## config.mk

```make
export PLATFORM = sky130hd
export DESIGN_NAME = tmw_timer
export DESIGN_NICKNAME = d
export VERILOG_FILES = /design/src/tmw_pkg.sv /design/src/tmw_timer.sv
export VERILOG_INCLUDE_DIRS = /design/src /design/src/src
export SDC_FILE = /design/constraint.sdc
export NUM_CORES = 1
export LEC_CHECK = 0
export ABC_AREA = 1
export BUFFER_PORTS_ARGS = -buffer_cell sky130_fd_sc_hd__buf_2
export CORE_MARGIN = 8
export CORE_UTILIZATION = 28
export CTS_BUF_LIST = sky130_fd_sc_hd__clkbuf_4
export DETAILED_ROUTE_END_ITERATION = 8
export PLACE_DENSITY = 0.48
export REMOVE_ABC_BUFFERS = 1
export SYNTH_ARGS = -nofsm -noshare
export SYNTH_HDL_FRONTEND = slang
export SYNTH_SLANG_ARGS = --single-unit
```

## constraint.sdc

```tcl
create_clock -name clk_in -period 5.39 [get_ports clk_in]
set_clock_uncertainty 0.15 [all_clocks]
set_input_delay 0.8085 -clock clk_in [delete_from_list [all_inputs] [get_ports clk_in]]
set_output_delay 0.8085 -clock clk_in [all_outputs]
set_load 0.01 [all_outputs]
```

## src/tmw_defines.svh

```systemverilog
// Constants for the 8-bit waveform timer: offsets, fields, resets.
// Assumes inclusion by bare name from design files only.
`ifndef TMW_DEFINES_SVH
`define TMW_DEFINES_SVH

// Register index on the plain register port
`define TMW_ADDR_CTRL     3'h0
`define TMW_ADDR_COUNT    3'h1
`define TMW_ADDR_COMPARE  3'h2
`define TMW_ADDR_FLAGS    3'h3
`define TMW_ADDR_PIN      3'h4

// Field positions
`define TMW_CTRL_MODE_LSB 0
`define TMW_CTRL_ACT_LSB  2
`define TMW_CTRL_CS_LSB   4
`define TMW_FLAG_MATCH    0
`define TMW_FLAG_OVF      1
`define TMW_PIN_DIR       0
`define TMW_PIN_DATA      1
`define TMW_PIN_WAVE      2

// Reset values
`define TMW_RST_BYTE      8'h00
`define TMW_RST_PRESC     10'h000

// Counter extremes
`define TMW_BOTTOM        8'h00
`define TMW_MAX           8'hFF

// Prescale tap masks: divide by 8, 64, 256, 1024
`define TMW_DIV8_MASK     10'h007
`define TMW_DIV64_MASK    10'h03F
`define TMW_DIV256_MASK   10'h0FF
`define TMW_DIV1024_MASK  10'h3FF

`endif

```

## src/tmw_pkg.sv

```systemverilog
// Types shared by the waveform timer design.
// Assumes tmw_defines.svh for numeric constants.
package tmw_pkg;

   typedef enum logic [1:0] {
      TMW_NORMAL = 2'h0,
      TMW_PHASE  = 2'h1,
      TMW_CLEAR  = 2'h2,
      TMW_FAST   = 2'h3
   } tmw_mode_e;

   typedef struct packed {
      logic       unused;
      logic [2:0] clk_sel;
      logic [1:0] cmp_out_action;
      tmw_mode_e  wave_mode_sel;
   } tmw_ctrl_s;

   typedef struct packed {
      logic [2:0] addr;
      logic [7:0] wdata;
      logic       wr;
      logic       rd;
   } tmw_req_s;

endpackage

```

## src/tmw_timer.sv

```systemverilog
// 8-bit timer with one compare channel and waveform generation.
// Assumes a single 25 MHz clock and a same-clock register master.
`timescale 1ns/1ps
`include "tmw_defines.svh"

// Operation
// - Clear-on-match mode 2: counter returns to zero after equalling compare.
// - Clear-on-match mode sets match flag whenever counter reaches compare.
// - Clear-on-match compare writes unbuffered; missed match wraps past 0xFF.
// - Clear-on-match with action 1 toggles output on every match.
// - Clear-on-match sets overflow flag when counter rolls 0xFF to 0x00.
// - Waveform reaches pin only when its direction bit selects output.
// - Fast mode 3 counts BOTTOM to MAX, then back to BOTTOM.
// - Fast action 2 clears on match, sets at BOTTOM; 3 inverts.
// - Fast mode sets overflow flag once per period at MAX.
// - Fast mode compare writes go to a buffer, not the active value.
// - Fast: compare BOTTOM gives one-cycle spike, MAX gives constant level.
// - Fast action 1 toggles on each match, buffering kept.
// - Phase mode 1 counts up to MAX, turns without a hold, counts down.
// - Phase action 2 clears on up match, sets on down; 3 inverts.
// - Phase mode sets overflow flag each time counter reaches BOTTOM.
// - Phase compare BOTTOM keeps output low, MAX keeps high, inverted opposite.
// - Phase: output at MAX equals up-match result unless compare is MAX.
// - Phase: missed up match still yields its output transition.
// - Counter advances on prescaled enables: divide 1, 8, 64, 256, 1024.
// - PWM modes load buffered compare only at top or bottom.
// - Counter write blocks any match in the next timer cycle.
// - Action 0 leaves output register alone and returns pin to port.
module tmw_timer (
   input  wire logic       clk_in,
   input  wire logic       rst_n_in,
   input  wire logic [2:0] addr_in,
   input  wire logic [7:0] wdata_in,
   input  wire logic       wr_in,
   input  wire logic       rd_in,
   output logic      [7:0] rdata_out,
   output logic            wave_output_out,
   output logic            wave_oe_out,
   output logic            match_flag_out,
   output logic            overflow_flag_out
);

   tmw_pkg::tmw_req_s  req;
   tmw_pkg::tmw_ctrl_s ctrl;
   logic [7:0]         count_value;
   logic [7:0]         compare_value;
   logic [7:0]         compare_buf;
   logic               count_down;
   logic               match_block;
   logic               match_flag;
   logic               overflow_flag;
   logic               wave_reg;
   logic               pin_dir;
   logic               pin_data;
   logic [9:0]         presc;
   logic [7:0]         rdata;

   logic [7:0]         next_count;
   logic               next_down;
   logic               next_wave;
   logic [7:0]         rd_mux;

   assign req = '{addr: addr_in, wdata: wdata_in, wr: wr_in, rd: rd_in};

   // Decode
   wire wr_ctrl  = req.wr && req.addr == `TMW_ADDR_CTRL;
   wire wr_count = req.wr && req.addr == `TMW_ADDR_COUNT;
   wire wr_cmp   = req.wr && req.addr == `TMW_ADDR_COMPARE;
   wire wr_flags = req.wr && req.addr == `TMW_ADDR_FLAGS;
   wire wr_pin   = req.wr && req.addr == `TMW_ADDR_PIN;

   wire tmw_pkg::tmw_mode_e mode = ctrl.wave_mode_sel;
   wire [1:0] act      = ctrl.cmp_out_action;
   wire       is_pwm   = mode == tmw_pkg::TMW_FAST ||
                         mode == tmw_pkg::TMW_PHASE;

   // Timer enable from the free-running prescaler
   function automatic logic tap(input logic [9:0] c, input logic [9:0] m);
      tap = (c & m) == m;
   endfunction

   logic tick;
   always_comb begin
      case (ctrl.clk_sel)
         3'h1:    tick = 1'b1;
         3'h2:    tick = tap(presc, `TMW_DIV8_MASK);
         3'h3:    tick = tap(presc, `TMW_DIV64_MASK);
         3'h4:    tick = tap(presc, `TMW_DIV256_MASK);
         3'h5:    tick = tap(presc, `TMW_DIV1024_MASK);
         default: tick = 1'b0;
      endcase
   end

   // Extremes and compare events
   wire at_max    = count_value == `TMW_MAX;
   wire at_bottom = count_value == `TMW_BOTTOM;
   wire equal     = count_value == compare_value;
   wire match     = tick && equal && !match_block;

   // Phase mode: BOTTOM counts as rising, MAX handled separately
   wire up_match   = match && (!count_down || at_bottom) && !at_max;
   wire down_match = match && count_down && !at_bottom && !at_max;
   wire cmp_is_max = compare_value == `TMW_MAX;

   wire ovf_event =
      tick && ((mode == tmw_pkg::TMW_PHASE) ?
               (at_bottom && count_down) :
               at_max);

   wire clr_match = mode == tmw_pkg::TMW_CLEAR && match;

   // Next counter value
   always_comb begin
      next_count = count_value;
      next_down  = count_down;
      if (mode == tmw_pkg::TMW_PHASE) begin
         if (!count_down) begin
            if (at_max) begin
               next_down  = 1'b1;
               next_count = count_value - 8'h01;
            end else begin
               next_count = count_value + 8'h01;
            end
         end else if (at_bottom) begin
            next_down  = 1'b0;
            next_count = count_value + 8'h01;
         end else begin
            next_count = count_value - 8'h01;
         end
      end else if (clr_match) begin
         next_count = `TMW_BOTTOM;
      end else begin
         // Wraps MAX to BOTTOM in normal, clear and fast modes
         next_count = count_value + 8'h01;
         next_down  = 1'b0;
      end
   end

   // Output register actions
   always_comb begin
      next_wave = wave_reg;
      case (mode)
         tmw_pkg::TMW_FAST: begin
            if (match) begin
               case (act)
                  2'h1:    next_wave = !wave_reg;
                  2'h2:    next_wave = 1'b0;
                  2'h3:    next_wave = 1'b1;
                  default: next_wave = wave_reg;
               endcase
            end
            // Bottom action after match: MAX compare gives steady level
            if (tick && at_max) begin
               if (act == 2'h2) begin
                  next_wave = 1'b1;
               end else if (act == 2'h3) begin
                  next_wave = 1'b0;
               end
            end
         end
         tmw_pkg::TMW_PHASE: begin
            if (act[1]) begin
               if (up_match) begin
                  next_wave = act[0];
               end else if (down_match) begin
                  next_wave = !act[0];
               end else if (tick && at_max) begin
                  // Symmetric turn at top, also covers missed up match
                  next_wave = cmp_is_max ? !act[0] :
                              act[0];
               end
            end
         end
         default: begin
            if (match) begin
               case (act)
                  2'h1:    next_wave = !wave_reg;
                  2'h2:    next_wave = 1'b0;
                  2'h3:    next_wave = 1'b1;
                  default: next_wave = wave_reg;
               endcase
            end
         end
      endcase
   end

   // Read mux; unmapped reads return zero
   always_comb begin
      case (req.addr)
         `TMW_ADDR_CTRL:    rd_mux = ctrl;
         `TMW_ADDR_COUNT:   rd_mux = count_value;
         `TMW_ADDR_COMPARE: rd_mux = compare_buf;
         `TMW_ADDR_FLAGS:   rd_mux = {6'h00, overflow_flag, match_flag};
         `TMW_ADDR_PIN:     rd_mux = {5'h00, wave_reg, pin_data, pin_dir};
         default:           rd_mux = `TMW_RST_BYTE;
      endcase
   end

   // Buffered compare loads at top (phase) or bottom (fast)
   wire load_top = mode == tmw_pkg::TMW_PHASE && tick && at_max;
   wire load_bot = mode == tmw_pkg::TMW_FAST && tick && at_max;

   always_ff @(posedge clk_in) begin
      if (!rst_n_in) begin
         presc <= `TMW_RST_PRESC;
      end else begin
         presc <= presc + 10'h001;
      end
   end

   always_ff @(posedge clk_in) begin
      if (!rst_n_in) begin
         ctrl     <= `TMW_RST_BYTE;
         pin_dir  <= 1'b0;
         pin_data <= 1'b0;
      end else begin
         if (wr_ctrl) begin
            ctrl <= req.wdata;
         end
         if (wr_pin) begin
            pin_dir  <= req.wdata[`TMW_PIN_DIR];
            pin_data <= req.wdata[`TMW_PIN_DATA];
         end
      end
   end

   always_ff @(posedge clk_in) begin
      if (!rst_n_in) begin
         count_value <= `TMW_BOTTOM;
         count_down  <= 1'b0;
         match_block <= 1'b0;
      end else if (wr_count) begin
         count_value <= req.wdata;
         match_block <= 1'b1;
      end else if (tick) begin
         count_value <= next_count;
         count_down  <= next_down;
         match_block <= 1'b0;
      end
   end

   always_ff @(posedge clk_in) begin
      if (!rst_n_in) begin
         compare_buf   <= `TMW_RST_BYTE;
         compare_value <= `TMW_RST_BYTE;
      end else begin
         if (wr_cmp) begin
            compare_buf <= req.wdata;
         end
         if (wr_cmp && !is_pwm) begin
            compare_value <= req.wdata;
         end else if (!is_pwm) begin
            compare_value <= compare_buf;
         end else if (load_top || load_bot) begin
            compare_value <= compare_buf;
         end
      end
   end

   // Set wins over a software clear in the same cycle
   always_ff @(posedge clk_in) begin
      if (!rst_n_in) begin
         match_flag    <= 1'b0;
         overflow_flag <= 1'b0;
      end else begin
         match_flag    <= match || (match_flag &&
                          !(wr_flags && req.wdata[`TMW_FLAG_MATCH]));
         overflow_flag <= ovf_event || (overflow_flag &&
                          !(wr_flags && req.wdata[`TMW_FLAG_OVF]));
      end
   end

   always_ff @(posedge clk_in) begin
      if (!rst_n_in) begin
         wave_reg <= 1'b0;
         rdata    <= `TMW_RST_BYTE;
      end else begin
         wave_reg <= next_wave;
         rdata    <= req.rd ? rd_mux : `TMW_RST_BYTE;
      end
   end

   // Pin: waveform only when action nonzero, driven only as output
   assign wave_output_out   = (act != 2'h0) ? wave_reg : pin_data;
   assign wave_oe_out       = pin_dir;
   assign rdata_out         = rdata;
   assign match_flag_out    = match_flag;
   assign overflow_flag_out = overflow_flag;

endmodule
```

==> metrics.yaml <==
outcome: "complete, no violations"
powerDensity_mw_per_mm2: 253.5
diodes: 0
largest_reg_flops: 10
grt_remaining_overflow: 0
reg2reg_to: "count_value[4]"
worstPathArrival_ns: 2.58
setup_violations: 0
critical_path_class: "flip-flop to flip-flop"
synthesis.area_mm2: 0.003318
design_area_mm2: 0.003685
utilization: 0.3200
cts_resized: 0
antenna_found_initial: 0
synth_commonest_cells: "78 x nand2_1, 59 x inv_1, 57 x dfxtp_1"
drt_first_pass_iters: 4
tns_ns: 0
regArea_mm2: 0.001141
seq_area_frac_synth: 0.3439
cap_viol_max_count: 0
r2r_slack_ns: 2.97
ys.flop_type: "dfxtp_1"
globalplace.congestion: 0.8593
slew_viol_final: 0
dieHeight_um: 124.9
die_w_um: 124.9
nFillCells: 1260
yosysMostFrequentCell: "nand2_1"
max_slew.worst_pin.slew_ns: 0.7602
critPathCaptureType: "flip-flop"
yosysTopAreaCellShare: 0.3439
place_inst: 632
grt_setup_unrepaired: "false"
min_to: "presc[0]"
crit_chain: "ha_1, nand3_1, nor2_2, nand2_1, nand2_2, nand3_4, nand2_1, o21ai_0, a21oi_1, a21oi_1"
holdPathStages: 1
cts-buffers-inserted: 9
start_util: 0.2881
clockBufferDepth: 2
crit_path_max_incr_delay_ns: 0.43
vias: 3118
ant_nets: 0
hpwl_um: 7393
area_delta_synth_final_pct: 11.05
power.total_uw: 934.0
stdcell_count: 648
r2r-start: "presc[0]"
synth_enable_flop_cells: 0
drcViolationCount: 0
peakVddDrop_v: 0.0001134
p_leak_nw: 1.584
htreeDepth: 3
synth_cell_types: 41
cts_tree: "done"
wire_per_inst_um: 14.86
dr.first_iter.drc_count: 166
syn_area_per_cell_um2: 6.971
synth_seq_cells: 57
clk_latency_ns: 0.42
hold_buffers: 0
cts.clk_slew.worst_paths_ns: 0.10
critPathSlowestCell: "nand2_1"
synth_warnings: 0
portBuffers: 26
viasPerCell: 4.812
min_period_ns: 2.424
multi_input_area_mm2: 0.001819
nets: 519
grt_pass1_vias: 3230
grt_pass1_wl_um: 16100
cts_setup_buffers: 0
synth_largest_area_cell: "dfxtp_1"
min_from: "presc[0]"
top_register: "presc"
fmax_mhz: 412.5
routed_wl_um: 9632
critPathRequiredTime_ns: 5.54
critPathLaunchType: "flip-flop"
coreArea_mm2: 0.01152
worstRegToRegCells: 10
synth_area_leaders: "dfxtp_1 34%, nand2_1 8.8%, a21oi_1 8.1%, inv_1 6.7%, o21ai_0 6.6%"
die_area_mm2: 0.01559
worstHoldPathType: "flip-flop to flip-flop"
ios: 27
min_period_over_period: 0.4497
num_rows: 39
path_max_fanout: 14
async_flop_share: 0
place_area_mm2: 0.003551
finalHoldViolCount: 0
grt_max_degree: 43
clock_sinks: 57
global_route.usage.total: 0.1280
final_layout_size_suffix_gt1_frac: 0.1703
cts-root-buf: "clkbuf_4"
synth_cells: 476
slew_headroom: 0.4932
-- through the flow --
stage          worst slack, ns  hold slack [ns]
5_1_grt                  2.711           0.3516
2_1_floorplan            3.323           0.2675
3_3_place_gp             2.680           0.2916
4_1_cts                  2.935           0.3172
6_report                 2.966           0.3100
3_5_place_dp             2.673           0.2990
-- kinds of logic after synthesis --
group,Yosys count,synth area share
AND/OR/NAND/NOR,185,0.2839
AO/OA/AOI/OAI,129,0.2097
buffers and inverters,86,0.1078
flip-flops,57,0.3439
XOR/XNOR,15,0.03959
adder cells (fa/ha/maj),4,0.01508
-- how the worst max path moves through the flow --
stage | start | end | slack (ns)
after global placement | addr_in[0] | count_value[4] | 2.68
after detailed placement | addr_in[0] | count_value[4] | 2.67
after CTS | presc[0] | count_value[4] | 2.94
after global routing | presc[0] | count_value[2] | 2.71
final | presc[0] | count_value[4] | 2.97
after floorplan | addr_in[0] | compare_value[3] | 3.32
-- worst max-delay path, delay by kind of cell (launching register included) --
kind	cells	cell delay [ns]
flops	1	0.37
compound gates	3	0.48
simple gates	6	1.13
fa+ha+maj	1	0.18
-- power by group --
group	internal (mW)	leakage [nW]	switching, mW
clock	0.143	0.0698	0.170
combinational	0.0540	1.05	0.108
sequential	0.438	0.463	0.0209
total	0.635	1.58	0.299
-- layout by cell type, fill, tap and decap left out, types with 5 or more instances in the layout --
master	netlist	final
a21oi_1	54	54
buf_2	4	26
clkbuf_4	0	10
dfxtp_1	57	57
inv_1	59	59
inv_2	11	11
nand2_1	78	78
nand3_1	27	27
nor2_1	44	44
nor2_4	7	7
o21ai_0	44	44
o21ai_1	10	10
o22ai_1	9	9
xnor2_1	5	5
xor2_1	10	10
-- layer usage --
| metal | up-vias | routed length (um) | GRT usage |
|---|---|---|---|
| met3 | 16 | 357 | 0.02997 |
| met5 | - | 0 | 0 |
| met2 | 58 | 4573 | 0.2196 |
| met4 | 0 | 201 | 0.05587 |
| li1 | 1615 | - | - |
| met1 | 1429 | 4500 | 0.1486 |
-- cell type report --
cell class | instances | share of cell area
clock buffer | 10 | 0.02037
clock inverter | 6 | 0.01596
inverter | 73 | 0.07640
multi-input combinational | 333 | 0.4937
sequential | 57 | 0.3097
tap | 143 | 0.04856
timing repair buffer | 26 | 0.03531
No activity file was read; power rests on OpenSTA's default activity.
